## config.mk

```make
export PLATFORM = sky130hd
export DESIGN_NAME = reset_link_boot_loader
export DESIGN_NICKNAME = d
export VERILOG_FILES = /design/src/pair_buffer.v /design/src/reset_link_boot_loader.v
export VERILOG_INCLUDE_DIRS = /design/src /design/src/inc
export SDC_FILE = /design/constraint.sdc
export NUM_CORES = 1
export LEC_CHECK = 0
export BUFFER_PORTS_ARGS = -buffer_cell sky130_fd_sc_hd__clkbuf_2
export CAP_MARGIN = 20
export CORE_ASPECT_RATIO = 0.5
export CORE_MARGIN = 5
export CORE_UTILIZATION = 45
export CTS_BUF_LIST = sky130_fd_sc_hd__clkbuf_8
export DETAILED_ROUTE_END_ITERATION = 12
export PLACE_DENSITY = 0.66
export RECOVER_POWER = 50
export SLEW_MARGIN = 25
export SYNTH_ARGS = -nofsm -noshare
export SYNTH_HDL_FRONTEND = slang
export SYNTH_HIERARCHICAL = 1
export SYNTH_SLANG_ARGS = --single-unit
```

## constraint.sdc

```tcl
create_clock -name clk -period 5.6 [get_ports clk]
set_input_delay 0.28 -clock clk [delete_from_list [all_inputs] [get_ports clk]]
set_output_delay 0.28 -clock clk [all_outputs]
set_load 0.03 [all_outputs]
```

## src/inc/boot_seq_defs.vh

```
`ifndef BOOT_SEQ_DEFS_VH
`define BOOT_SEQ_DEFS_VH
// Reference clock period and core clock period, ns
`define REF_PERIOD_NS      200
`define CORE_PERIOD_NS     50
`define CYC_PER_REF        (`REF_PERIOD_NS / `CORE_PERIOD_NS)
// Start-up phase lengths in reference periods
`define RESET_DELAY_REFS   144
`define SCAN_REFS          144
`define CONFIG_READS       36
`define REFRESH_COUNT      8
// Boot addresses
`define ROM_BOOT_ADDR      32'h07FFFFFE
`define FIRST_USER_DEFAULT 32'h80000070
// Control byte codes
`define CTRL_POKE          8'h00
`define CTRL_PEEK          8'h01
`endif

```

## src/pair_buffer.v

```verilog
`timescale 1ns/1ps
module pair_buffer #(
  parameter WIDTH = 8
) (
  // Clock and reset
  input  wire             clk,
  input  wire             rst,
  // Fill side
  input  wire             in_valid,
  output wire             in_ready,
  input  wire [WIDTH-1:0] in_data,
  // Drain side
  output wire             out_valid,
  input  wire             out_ready,
  output wire [WIDTH-1:0] out_data
);
  reg [WIDTH-1:0] slot0_reg;
  reg [WIDTH-1:0] slot1_reg;
  reg [1:0]       count_reg;
  wire            push;
  wire            pop;

  assign in_ready  = (count_reg != 2'h2);
  assign out_valid = (count_reg != 2'h0);
  assign out_data  = slot0_reg;
  assign push      = in_valid & in_ready;
  assign pop       = out_valid & out_ready;

  always @(posedge clk) begin
    if (rst) begin
      count_reg <= 2'h0;
      slot0_reg <= {WIDTH{1'b0}};
      slot1_reg <= {WIDTH{1'b0}};
    end else begin
      count_reg <= count_reg + {1'b0, push} - {1'b0, pop};
      if (pop) begin
        slot0_reg <= (push && count_reg == 2'h1) ? in_data : slot1_reg;
        if (push && count_reg == 2'h2)
          slot1_reg <= in_data;
      end else if (push) begin
        if (count_reg == 2'h0)
          slot0_reg <= in_data;
        else
          slot1_reg <= in_data;
      end
    end
  end
endmodule

```

## src/reset_link_boot_loader.v

```verilog
`timescale 1ns/1ps
`include "boot_seq_defs.vh"
module reset_link_boot_loader #(
  parameter NLINK        = 4,
  parameter AW           = 32,
  parameter CFG_DELAY    = 16,
  parameter START_ADDR   = `FIRST_USER_DEFAULT
) (
  // Clock and reset
  input  wire                clk,
  input  wire                rst,
  // Straps
  input  wire                rom_boot_select,
  input  wire [2:0]          core_speed_select,
  // Start-up sequencing status
  input  wire                scan_found,
  input  wire                refresh_enable,
  output reg                 config_read_reg,
  output reg                 refresh_cycle_reg,
  output reg                 scan_active_reg,
  output reg                 boot_done_reg,
  output reg                 rom_boot_reg,
  output reg                 low_priority_reg,
  output reg  [AW-1:0]       start_pc_reg,
  output reg  [AW-1:0]       workspace_reg,
  // Incoming link bytes
  input  wire [NLINK-1:0]    rx_valid,
  input  wire [NLINK*8-1:0]  rx_data,
  output reg  [NLINK-1:0]    rx_ack_reg,
  // Outgoing link bytes
  output reg  [NLINK-1:0]    tx_valid_reg,
  output reg  [7:0]          tx_data_reg,
  input  wire [NLINK-1:0]    tx_ready,
  // Memory port
  output reg                 mem_req_reg,
  output reg                 mem_we_reg,
  output reg  [AW-1:0]       mem_addr_reg,
  output reg  [31:0]         mem_wdata_reg,
  input  wire                mem_done,
  input  wire [31:0]         mem_rdata
);
  localparam S_DELAY = 10'h001;
  localparam S_SCAN  = 10'h002;
  localparam S_CFG   = 10'h004;
  localparam S_CDLY  = 10'h008;
  localparam S_REFR  = 10'h010;
  localparam S_CTRL  = 10'h020;
  localparam S_OPER  = 10'h040;
  localparam S_MEM   = 10'h080;
  localparam S_SEND  = 10'h100;
  localparam S_RUN   = 10'h200;
  localparam integer DELAY_N  = `RESET_DELAY_REFS * `CYC_PER_REF;
  localparam integer SCAN_N   = `SCAN_REFS * `CYC_PER_REF;
  localparam integer CFG_N    = `CYC_PER_REF;
  localparam [15:0] DELAY_CYC = DELAY_N[15:0];
  localparam [15:0] SCAN_CYC  = SCAN_N[15:0];
  localparam [15:0] CFG_CYC   = CFG_N[15:0];

  reg [9:0]        state_reg;
  reg [15:0]       timer_reg;
  reg [7:0]        phase_cnt_reg;
  reg              boot_sel_reg;
  reg [1:0]        link_reg;
  reg [7:0]        ctrl_reg;
  reg [3:0]        nbytes_reg;
  reg [31:0]       addr_w_reg;
  reg [31:0]       data_w_reg;
  reg [AW-1:0]     load_addr_reg;
  reg [7:0]        remain_reg;
  reg              loading_reg;
  reg [1:0]        tx_idx_reg;
  reg              tx_busy_reg;
  reg [7:0]        sel_byte;
  reg              sel_valid;
  reg              any_valid;
  reg [1:0]        any_link;
  integer          i;
  wire             buf_in_ready;
  wire             buf_out_valid;
  wire [7:0]       buf_out_data;
  wire             buf_pop;
  wire             take;

  // Boot link byte selection
  always @* begin
    sel_byte  = 8'h00;
    sel_valid = 1'b0;
    any_valid = 1'b0;
    any_link  = 2'h0;
    for (i = NLINK-1; i >= 0; i = i - 1) begin
      if (rx_valid[i]) begin
        any_valid = 1'b1;
        any_link  = i[1:0];
      end
    end
    sel_byte  = rx_data[link_reg*8 +: 8];
    sel_valid = rx_valid[link_reg] & ~rx_ack_reg[link_reg];
  end

  // Reply word staged through the two-entry buffer
  assign take    = (state_reg == S_SEND) && tx_busy_reg == 1'b0 && buf_in_ready;
  assign buf_pop = buf_out_valid && (tx_valid_reg == {NLINK{1'b0}});

  pair_buffer #(.WIDTH(8)) reply_buf (
    .clk       (clk),
    .rst       (rst),
    .in_valid  (take),
    .in_ready  (buf_in_ready),
    .in_data   (data_w_reg[tx_idx_reg*8 +: 8]),
    .out_valid (buf_out_valid),
    .out_ready (buf_pop),
    .out_data  (buf_out_data)
  );

  always @(posedge clk) begin
    if (rst) begin
      state_reg         <= S_DELAY;
      timer_reg         <= 16'h0000;
      phase_cnt_reg     <= 8'h00;
      boot_sel_reg      <= 1'b0;
      link_reg          <= 2'h0;
      ctrl_reg          <= 8'h00;
      nbytes_reg        <= 4'h0;
      addr_w_reg        <= 32'h00000000;
      data_w_reg        <= 32'h00000000;
      load_addr_reg     <= {AW{1'b0}};
      remain_reg        <= 8'h00;
      loading_reg       <= 1'b0;
      tx_idx_reg        <= 2'h0;
      tx_busy_reg       <= 1'b0;
      config_read_reg   <= 1'b0;
      refresh_cycle_reg <= 1'b0;
      scan_active_reg   <= 1'b0;
      boot_done_reg     <= 1'b0;
      rom_boot_reg      <= 1'b0;
      low_priority_reg  <= 1'b0;
      start_pc_reg      <= {AW{1'b0}};
      workspace_reg     <= {AW{1'b0}};
      rx_ack_reg        <= {NLINK{1'b0}};
      tx_valid_reg      <= {NLINK{1'b0}};
      tx_data_reg       <= 8'h00;
      mem_req_reg       <= 1'b0;
      mem_we_reg        <= 1'b0;
      mem_addr_reg      <= {AW{1'b0}};
      mem_wdata_reg     <= 32'h00000000;
    end else begin
      rx_ack_reg <= {NLINK{1'b0}};
      // Byte transmit on the boot link
      if (buf_pop) begin
        tx_valid_reg[link_reg] <= 1'b1;
        tx_data_reg            <= buf_out_data;
      end else if (tx_valid_reg[link_reg] && tx_ready[link_reg]) begin
        tx_valid_reg <= {NLINK{1'b0}};
      end
      case (state_reg)
        S_DELAY: begin
          if (timer_reg == 16'h0000)
            boot_sel_reg <= rom_boot_select;
          if (timer_reg == DELAY_CYC - 16'h0001) begin
            timer_reg       <= 16'h0000;
            scan_active_reg <= 1'b1;
            state_reg       <= S_SCAN;
          end else begin
            timer_reg <= timer_reg + 16'h0001;
          end
        end
        S_SCAN: begin
          if (timer_reg == SCAN_CYC - 16'h0001) begin
            timer_reg       <= 16'h0000;
            scan_active_reg <= 1'b0;
            phase_cnt_reg   <= 8'h00;
            state_reg       <= S_CFG;
          end else begin
            timer_reg <= timer_reg + 16'h0001;
          end
        end
        S_CFG: begin
          // Reads run regardless of scan_found
          config_read_reg <= (timer_reg == 16'h0000);
          if (timer_reg == CFG_CYC - 16'h0001) begin
            timer_reg <= 16'h0000;
            if (phase_cnt_reg == `CONFIG_READS - 1) begin
              phase_cnt_reg <= 8'h00;
              state_reg     <= S_CDLY;
            end else begin
              phase_cnt_reg <= phase_cnt_reg + 8'h01;
            end
          end else begin
            timer_reg <= timer_reg + 16'h0001;
          end
        end
        S_CDLY: begin
          config_read_reg <= 1'b0;
          if (timer_reg == CFG_DELAY - 1) begin
            timer_reg <= 16'h0000;
            state_reg <= S_REFR;
          end else begin
            timer_reg <= timer_reg + 16'h0001;
          end
        end
        S_REFR: begin
          refresh_cycle_reg <= refresh_enable && (timer_reg == 16'h0000);
          if (timer_reg == CFG_CYC - 16'h0001) begin
            timer_reg <= 16'h0000;
            if (phase_cnt_reg == `REFRESH_COUNT - 1) begin
              phase_cnt_reg    <= 8'h00;
              low_priority_reg <= 1'b1;
              if (boot_sel_reg) begin
                rom_boot_reg  <= 1'b1;
                start_pc_reg  <= `ROM_BOOT_ADDR;
                workspace_reg <= START_ADDR;
                boot_done_reg <= 1'b1;
                state_reg     <= S_RUN;
              end else begin
                state_reg <= S_CTRL;
              end
            end else begin
              phase_cnt_reg <= phase_cnt_reg + 8'h01;
            end
          end else begin
            timer_reg <= timer_reg + 16'h0001;
          end
        end
        S_CTRL: begin
          refresh_cycle_reg <= 1'b0;
          if (any_valid) begin
            link_reg              <= any_link;
            ctrl_reg              <= rx_data[any_link*8 +: 8];
            rx_ack_reg[any_link]  <= 1'b1;
            nbytes_reg            <= 4'h0;
            load_addr_reg         <= START_ADDR;
            remain_reg            <= rx_data[any_link*8 +: 8];
            loading_reg           <= (rx_data[any_link*8 +: 8] > `CTRL_PEEK);
            state_reg             <= S_OPER;
          end
        end
        S_OPER: begin
          // Other links stay unacknowledged
          if (sel_valid) begin
            rx_ack_reg[link_reg] <= 1'b1;
            if (loading_reg) begin
              mem_req_reg   <= 1'b1;
              mem_we_reg    <= 1'b1;
              mem_addr_reg  <= load_addr_reg;
              mem_wdata_reg <= {24'h000000, sel_byte};
              load_addr_reg <= load_addr_reg + {{(AW-1){1'b0}}, 1'b1};
              remain_reg    <= remain_reg - 8'h01;
              state_reg     <= S_MEM;
            end else begin
              if (nbytes_reg < 4'h4)
                addr_w_reg <= {sel_byte, addr_w_reg[31:8]};
              else
                data_w_reg <= {sel_byte, data_w_reg[31:8]};
              nbytes_reg <= nbytes_reg + 4'h1;
              if ((ctrl_reg == `CTRL_PEEK && nbytes_reg == 4'h3) ||
                  (ctrl_reg == `CTRL_POKE && nbytes_reg == 4'h7)) begin
                mem_req_reg   <= 1'b1;
                mem_we_reg    <= (ctrl_reg == `CTRL_POKE);
                mem_addr_reg  <= (ctrl_reg == `CTRL_POKE) ? addr_w_reg[AW-1:0] :
                                 {sel_byte, addr_w_reg[31:8]};
                mem_wdata_reg <= {sel_byte, data_w_reg[31:8]};
                state_reg     <= S_MEM;
              end
            end
          end
        end
        S_MEM: begin
          if (mem_done) begin
            mem_req_reg <= 1'b0;
            mem_we_reg  <= 1'b0;
            if (loading_reg) begin
              if (remain_reg == 8'h00) begin
                start_pc_reg  <= START_ADDR;
                workspace_reg <= load_addr_reg;
                boot_done_reg <= 1'b1;
                state_reg     <= S_RUN;
              end else begin
                state_reg <= S_OPER;
              end
            end else if (ctrl_reg == `CTRL_PEEK) begin
              data_w_reg  <= mem_rdata;
              tx_idx_reg  <= 2'h0;
              tx_busy_reg <= 1'b0;
              state_reg   <= S_SEND;
            end else begin
              state_reg <= S_CTRL;
            end
          end
        end
        S_SEND: begin
          if (take) begin
            tx_idx_reg <= tx_idx_reg + 2'h1;
            if (tx_idx_reg == 2'h3)
              tx_busy_reg <= 1'b1;
          end
          if (tx_busy_reg && !buf_out_valid && tx_valid_reg == {NLINK{1'b0}})
            state_reg <= S_CTRL;
        end
        S_RUN: begin
          state_reg <= S_RUN;
        end
        default: begin
          state_reg <= S_DELAY;
        end
      endcase
    end
  end
endmodule

```

# After elaboration in Yosys (flattened, before gate mapping)

Index checks and enable logic that the tools add are counted.

$add $sub $neg: 8
Shifts and indexed selects: 3
$lt $le $gt $ge: 6
Reduce and logical (&&, ||, !) cells: 54
Bitwise logic cells: 7
Mux-type cells: 131
Equal/unequal tests: 46

Operator list:

| cell                    | count |
|---|---|
| $mux W32                | 26 |
| $pmux W32 S2            | 4 |
| $mux W10                | 16 |
| $mux W8                 | 16 |
| $pmux W10 S10           | 1 |
| $shiftx A32 B6 Y8       | 3 |
| $mux W16                | 3 |
| $pmux W16 S3            | 1 |
| $ne A2 B2 Y1 const B    | 20 |
| $add A32 B1 Y32 const B | 1 |
| $mux W1                 | 30 |
| $mux W4                 | 7 |
| $pmux W8 S3             | 1 |
| $reduce_and A4 Y1       | 6 |
| $reduce_bool A2 Y1      | 12 |
| $add A16 B1 Y16 const B | 1 |
| $eq A16 B10 Y1 const B  | 1 |
| $eq A16 B2 Y1 const B   | 1 |
| $eq A16 B4 Y1 const B   | 1 |
| $logic_not A16 Y1       | 1 |
| $logic_not A8 Y1        | 2 |
| $mux W2                 | 8 |
| $pmux W4 S2             | 2 |
| $pmux W8 S2             | 1 |
| 50 further kinds        | 90 |

Logic and storage cells: 287
Flip-flop bits (word level): 327
Input bits: 81
Output and inout bits: 152

# Longest topological paths before layout

Gate-level depths: netlist of run 1.

Depth after elaboration: 10
Depth in mapped cells: 12
Depth with buffers taken out: 9

# Hierarchy

Netlist of run 1, hierarchy kept.

By module, submodules not included:

| module                 | seq. area each (sq um) | cells each | instances | area an instance (sq um) |
|---|---|---|---|---|
| reset_link_boot_loader | 5585.4                 | 1699       | 1         | 13680.6 |
| pair_buffer            | 360.3                  | 116        | 1         | 969.7 |

# Worst setup path after synthesis of run 1

Ideal clock, no wire load.

Path type: register to register
Start: reg state_reg[2]
End: reg reply_buf.count_reg[0]
Arrival time: 2565 ps
Clock period less this slack: 2693 ps
Setup time: 128 ps
Stages on the path, launching flop included: 11
Path buffers: 3
Path slack: 2907 ps
Required time: 5472 ps
Cell sequence: dfxtp_1 -> buf_2 -> nor4_1 -> buf_2 -> nand3_1 -> nor3b_1 -> clkbuf_1 -> o21ai_0 -> a31oi_1 -> ha_1 -> nor2b_1

Longest elaborated chain between the ends: 6

Ends and longest elaborated chain:

| item                             | line                         | RTL |
|---|---|---|
| from (decl)                      | reset_link_boot_loader.v:59  | `reg [9:0] state_reg;` |
| from (signal assigned)           | reset_link_boot_loader.v:117 | `state_reg <= S_DELAY;` |
| from (signal assigned)           | reset_link_boot_loader.v:162 | `state_reg <= S_SCAN;` |
| from (signal assigned)           | reset_link_boot_loader.v:172 | `state_reg <= S_CFG;` |
| $eq A10 B9 Y1                    | reset_link_boot_loader.v:101 | `assign take = (state_reg == S_SEND) && tx_busy_reg == 1'b0 && buf_in_ready;` |
| $logic_and A1 B1 Y1 (2 in a row) | reset_link_boot_loader.v:101 |  |
| via take                         | reset_link_boot_loader.v:82  | `wire take;` |
| $and A1 B1 Y1                    | pair_buffer.v:26             | `assign push = in_valid & in_ready;` |
| $add A2 B1 Y2                    | pair_buffer.v:35             | `count_reg <= count_reg + {1'b0, push} - {1'b0, pop};` |
| $sub A2 B1 Y2                    | pair_buffer.v:35             |  |
| to (signal assigned)             | pair_buffer.v:35             |  |
| to (decl)                        | pair_buffer.v:19             | `reg [1:0] count_reg;` |

The timed path passes the listed nets, and every way through them passes these cells.
A chain may end at the register's enable or synchronous reset.

# Worst setup path after layout of run 1

Start: reg state_reg[1]
End: reg load_addr_reg[24]

Longest elaborated chain between the ends: 3
Elaborated cells between the ends (all ways): 8
Those cells by class: eq/ne: 5; mux: 1; reduce/logical: 2

Ends and longest elaborated chain:

| item                                                                       | line                         | RTL |
|---|---|---|
| $eq A10 B7 Y1 / $eq A10 B6 Y1 (equally long branches)                      | reset_link_boot_loader.v:155 | `case (state_reg)` |
| $ne A2 B2 Y1 (no source line) / $reduce_bool A2 Y1 (equally long branches) | --                           |  |
| $reduce_and A4 Y1 (no source line)                                         | --                           |  |
| to (signal assigned)                                                       | reset_link_boot_loader.v:126 | `load_addr_reg <= {AW{1'b0}};` |
| to (signal assigned)                                                       | reset_link_boot_loader.v:246 | `load_addr_reg <= load_addr_reg + {{(AW-1){1'b0}}, 1'b1};` |
| to (decl)                                                                  | reset_link_boot_loader.v:68  | `reg [AW-1:0] load_addr_reg;` |

Several ways; a longest one is shown, not always the timed one.

==> results.toml, run 1 <==
[status]
status = "finished, violations left"
violations = "capacitance limit, slew limit"

[setup_path]
rrSetupSlack_ns = 1.48
rr_worst_depth = 8
regToRegStartpoint = "state_reg[1]"
reg2reg_to = "load_addr_reg[24]"
critical_path.max_fanout = 20
slowest_delay_ns = 0.80
endpoint_kind = "flip-flop"
critPathArrivalTime_ns = 4.62
crit_chain = "nor4_1 > clkbuf_1 > nand4_1 > a22oi_1 > clkbuf_1 > nand4_1 > or3_1 > a21oi_1"
cp-start-kind = "flip-flop"
critPathSlowestCell = "clkbuf_1"
cp.required_ns = 6.10
critPathKind = "flip-flop to flip-flop"

[clock_network]
numClockSinks = 297
cts_inserted_buffers = 44
path_clk_slew_ns = 0.07
cts_buffer_depth = 3
cts-root-buf = "clkbuf_8"
htreeDepth = 2
cts_setup_buffers = 0
clkLatencyLatePin_ns = 0.60
cts_tree = "done"

[route]
routedWlPerCell_um = 18.8
first_pass_iters = 5
drtAntennaViolNets = 0
drc_errors = 0
routed_wl_um = 45900
vias_per_cell = 5.69
vias = 13900
drt-initial-drc-count = 1169

[placement]
gp_congestion = 0.896
post-place-ws_ns = 1.78
dp_hpwl_um = 31300
numPortBuffers = 223

[run]
max_cap_viol_count = 2

[global_route]
grt_pass1_wl_um = 70400
grt_pass1_vias = 12500
antenna_found_initial = 1
grt_util_all_layers_pct = 24.0
grt_max_degree = 95
grt_overflow_total = 0

[hold_path]
min_delay_path_depth = 4
hold_class = "input port to flip-flop"
hp-start = "mem_done"
min_to = "state_reg[7]"

[finish]
final_nets = 2066
area_growth_pct = 14.1
fill_cells = 3164
drive_gt1_share_pct = 10.1
antenna_cells = 0

[pwr]
power_density_nw_per_um2 = 253
leakage_nw = 6.39
ir_worst_vdd_v = 0.000132
p_total_mw = 4.24

[synthesis]
synth_top_flop_cell = "dfxtp_1"
synth_top_family_by_area = "simple AND/OR/NAND/NOR gates"
synth_compound_area_share_pct = 15.8
async_reset_ff_share_pct = 0
synth.area.mux_share_pct = 8.58
synth_cell_type_count = 77
synth-edff-count = 0
synth-adder-area-share_pct = 0.769
seq_area_frac_synth_pct = 40.6
synth_cells = 1815
synth_seq_cells = 297
synth.avg_cell_area_um2 = 8.07
synth_xor_xnor_area_share_pct = 2.69
synth-simple-area-share_pct = 25.2
syn-cell-area_um2 = 14700
ys_warn_count = 6

[die]
coreArea_um2 = 31900
dieWidth_um = 265
rows = 46
io_pins = 233
die_h_um = 138
initial_core_util_pct = 45.9
die_area_um2 = 36500

[sta]
slew_headroom_pct = -14.2
clock.fmax_mhz = 243
tightest_slew_ns = 1.70
setup_viol = 0
rsz0062_at_grt = "false"
hold_viol_final = 0
slew_viol_final = 21
clock_skew_ns = 0.0248
setup_ws_ns = 1.48
finalCritPeriodShare_pct = 73.6
fin_setup_tns_ns = 0
period_minus_slack_ns = 4.12
-- layout by cell type, fill, tap and decap left out, drive strengths merged, types with 9 or more instances in the layout --
cell type and n:
or2 9, mux4 18, o211a 9, nand2 299, mux2i 84, nand3 87
a311oi 34, nor3 47, xnor2 17, nor2b 13, dfxtp 297, a211oi 14
nor2 203, ha 9, or3 10, o22ai 14, dlygate4sd3 34, nand4 24
buf 14, or4 11, nand2b 14, clkbuf 287, and3 18, a31oi 9
a21oi 145, o21ai 77, inv 53, xor2 28, nor4 26, and4 9
-- timing repair --
item / in CTS / in global routing
hold endpoints to repair: 34 / 0
gates resized for setup: 0 / 0
hold buffers: 34 / 0
-- report_power, final --
| part | switching, mW | internal [mW] | leakage (nW) |
|---|---|---|---|
| Combinational | 0.171 | 0.0978 | 3.48 |
| Sequential | 0.0137 | 2.12 | 2.39 |
| Clock | 0.877 | 0.953 | 0.523 |
| Total | 1.06 | 3.17 | 6.39 |
-- synth_stat cells, types with 6 or more instances --
cell type | instances | area share (%)
a211oi_1 | 14 | 0.72
a21oi_1 | 143 | 4.9
a221oi_1 | 6 | 0.36
a22o_1 | 7 | 0.42
a22oi_1 | 6 | 0.31
a311oi_1 | 34 | 2.0
a31oi_1 | 9 | 0.38
and3_1 | 18 | 0.77
and4_1 | 9 | 0.54
buf_1 | 12 | 0.31
buf_2 | 12 | 0.41
buf_4 | 30 | 1.5
buf_6 | 6 | 0.46
clkbuf_1 | 104 | 2.7
dfxtp_1 | 297 | 41
ha_1 | 9 | 0.77
inv_1 | 35 | 0.90
mux2i_1 | 84 | 5.7
mux4_2 | 18 | 2.8
nand2_1 | 298 | 7.6
nand2b_1 | 14 | 0.60
nand3_1 | 84 | 2.9
nand4_1 | 24 | 1.0
nor2_1 | 202 | 5.2
nor2b_1 | 13 | 0.56
nor3_1 | 44 | 1.5
nor4_1 | 23 | 0.98
o211a_1 | 9 | 0.61
o211ai_1 | 7 | 0.36
o21ai_0 | 75 | 2.6
o22ai_1 | 14 | 0.60
or2_2 | 8 | 0.34
or3_1 | 10 | 0.43
or4_1 | 10 | 0.51
xnor2_1 | 17 | 1.0
xor2_1 | 28 | 1.7
-- cell families after synthesis --
family / after synthesis
xor+xnor: 45
mux: 103
simple gates: 791
fa+ha+maj: 9
buf+inv: 202
compound gates: 367
flops: 297
other cells: 1
-- cell type report --
| cell class | instances | area (um^2) | area share [%] |
|---|---|---|---|
| Sequential cell | 297 | 5950 | 35.6 |
| Clock inverter | 20 | 86.3 | 0.516 |
| Inverter | 38 | 143 | 0.853 |
| Tap cell | 432 | 541 | 3.23 |
| Timing Repair Buffer | 275 | 1400 | 8.35 |
| Multi-Input combinational cell | 1320 | 7780 | 46.5 |
| Clock buffer | 60 | 826 | 4.94 |
-- through the flow --
step / util [%] / instance area (um^2) / instances / hold WS [ns]
final: 52.4 / 16700 / 2442 / 0.124
after global routing: 52.4 / 16700 / 2442 / 0.150
after CTS: 53.2 / 17000 / 2442 / 0.0775
after detailed placement: 49.3 / 15700 / 2328 / 0.444
after global placement: 49.3 / 15700 / 2328 / 0.439
after floorplan: - / 14700 / 1819 / 0.431
-- critical path, delay by kind of cell (launching register included) --
family | cells | cell delay [ns]
AO/OA/AOI/OAI | 2 | 0.56
flip-flops | 1 | 0.38
buffers and inverters | 2 | 1.17
AND/OR/NAND/NOR | 4 | 1.91
-- how the worst max path moves through the flow --
stage / slack (ns) / startpoint / end / depth (start not counted)
floorplan: 2.91 / state_reg[2] / reply_buf/count_reg[0] / 10
global placement: 1.80 / state_reg[4] / addr_w_reg[0] / 7
detailed placement: 1.78 / state_reg[4] / addr_w_reg[11] / 7
CTS: 1.72 / state_reg[4] / addr_w_reg[11] / 7
global route: 1.02 / state_reg[1] / load_addr_reg[22] / 8
finish: 1.48 / state_reg[1] / load_addr_reg[24] / 8
-- per-layer routing --
metal  track usage, %  wire (um)
met1             34.9      21100
met2             35.2      19300
met3             5.76       4180
met4             7.64       1260
met5                0          0
Note: power is estimated with default switching activity, not from simulation.
==> inputs of run 2 (changes only) <==
PLACE_DENSITY = 0.68   (was 0.66)
clock period = 3.5 ns   (was 5.6 ns; I/O delays follow)
==> run 2 against run 1 <==
Net effect:
- largest power group unchanged
- clock power is 54% higher
- non-clock buffer count up 23
- register-to-register slack got worse by 1.1 ns
- the flow now finishes without violations
- via count increased by 1.3%
==> results.toml, run 2 (synthesis results as in run 1) <==
[pwr]
p_int_mw = 4.98
power_switching_mw = 1.70
leakage_nw = 6.53
power_density_nw_per_um2 = 395
pwr-share-seq_pct = 51.2
swShare_pct = 25.5
pwr-share-comb_pct = 6.7
ir_worst_vdd_v = 0.000217
clock_power_share_pct = 42.1

[clock_network]
cts-root-buf = "clkbuf_8"
cts_tree = "done"
cts_hold_buf = 36
path_clk_slew_ns = 0.08
htreeDepth = 2
cts_inserted_buffers = 44
clkLatencyLatePin_ns = 0.59
cts_setup_buffers = 0
numClockSinks = 297
cts_buffer_depth = 3
ctsResizeCount = 0

[setup_path]
crit_cells = 7
rrSetupSlack_ns = 0.38
critPathCapture = "mem_wdata_reg[29]"
rr_worst_depth = 7
cp-start-kind = "flip-flop"
critPathArrivalTime_ns = 3.63
critPathKind = "flip-flop to flip-flop"
endpoint_kind = "flip-flop"
regToRegStartpoint = "state_reg[9]"
crit_family = "simple AND/OR/NAND/NOR gates"
cp.required_ns = 4.01
reg2reg_to = "mem_wdata_reg[29]"
crit_buf_inv = 2
crit_chain = "nor4_1 > buf_4 > nand3_1 > nor3_2 > buf_4 > nand3_1 > a21oi_1"
slowest_delay_ns = 1.04
critPathSlowestCell = "nor3_2"
critical_path.max_fanout = 12
crit_start = "state_reg[9]"

[global_route]
top_usage_layer = "met2"
grt_overflow_total = 0
grt_pass1_vias = 12900
grt_use_met3_pct = 5.76
grtUsageMet2_pct = 36.2
antenna_found_initial = 0
grt_max_degree = 98
use_met1_pct = 35.0
grt_util_all_layers_pct = 24.2
grt_pass1_wl_um = 71400

[sta]
clock.fmax_mhz = 321
setup_viol = 0
slew_viol_final = 0
slew_headroom_pct = 14.1
fin_setup_tns_ns = 0
finalCritPeriodShare_pct = 89.1
hold_viol_final = 0
clock_skew_ns = 0.0360
fin_hold_ws_ns = 0.0564
period_minus_slack_ns = 3.12
rsz0062_at_grt = "false"
tightest_slew_ns = 1.28

[die]
dieWidth_um = 265
die_h_um = 138
coreArea_um2 = 31900
initial_core_util_pct = 45.9
die_area_um2 = 36500
io_pins = 233
rows = 46

[placement]
placed_area_um2 = 15900
dp_hpwl_um = 31900
gp_congestion = 0.917
numPortBuffers = 223

[route]
first_pass_iters = 6
routed_wl_um = 45700
routedWlPerCell_um = 18.5
drtAntennaViolNets = 0
vias_per_cell = 5.71
vias = 14100
drc_errors = 0
drt-initial-drc-count = 1195

[finish]
fill_cells = 3108
final_nets = 2089
final_cell_area_um2 = 16900
area_growth_pct = 15.4
mostFrequentLayoutCells = "nand2_1, dfxtp_1, nor2_1"
antenna_cells = 0
final_common_cell = "nand2_1"
drive_gt1_share_pct = 11.1
finish.utilization_pct = 53.0

[status]
status = "completed"

[run]
max_cap_viol_count = 0

[hold_path]
hold_class = "input port to flip-flop"
==> run 2: cell count changes in the layout (fill, tap and decap cells not counted), moves of 2 or more <==
| cell | delta |
|---|---|
| dlygate4sd3_1 | +2 |
| clkbuf_8 | -5 |
| buf_4 | +16 |
| buf_12 | +4 |
| inv_1 | +3 |
| clkinv_2 | +2 |
==> run 2: cell type report <==
type / count / area, um^2 / share of cell area (%)
tap: 432 / 541 / 3.20
clock buffer: 55 / 757 / 4.48
inverter: 38 / 143 / 0.843
timing repair buffer: 298 / 1620 / 9.58
sequential: 297 / 5950 / 35.2
multi-input combinational: 1320 / 7790 / 46.1
clock inverter: 26 / 111 / 0.658
==> run 2: power groups by stage <==
stage	Sequential [mW]	Combinational, mW	Clock, mW
detailed placement	3.50	0.409	0
CTS	3.42	0.445	2.85
global placement	3.50	0.406	0
finish	3.42	0.451	2.81
floorplan	3.50	0.259	0
global route	3.42	0.490	3.04
==> run 2: worst min-delay path by stage <==
stage / startpoint / endpoint / slack, ns / cells past startpoint
after floorplan: rom_boot_select / boot_sel_reg / 0.33 / 2
after global placement: mem_rdata[13] / data_w_reg[13] / 0.43 / 3
after detailed placement: rom_boot_select / boot_sel_reg / 0.44 / 3
after CTS: mem_done / state_reg[7] / 0.01 / 4
after global routing: mem_done / state_reg[7] / 0.04 / 4
final: mem_done / state_reg[7] / 0.06 / 4
==> run 2: worst min-delay path: stages <==
cell and delay, ns:
clkbuf_2 0.17, nor3b_1 0.07, nand3_1 0.10, a21oi_1 0.07
==> run 2: metal layers <==
metal	vias to the layer above	routed length [um]
met5	-	0
met4	0	1080
met3	87	3910
met2	586	19600
met1	6640	21100
li1	6762	-
==> run 2: through the flow <==
step	power, mW	cells	setup WS (ns)
floorplan	3.75	1819	0.807
finish	6.69	2466	0.380
CTS	6.72	2466	0.527
detailed placement	3.90	2349	0.542
global route	6.95	2466	0.127
global placement	3.90	2349	0.573
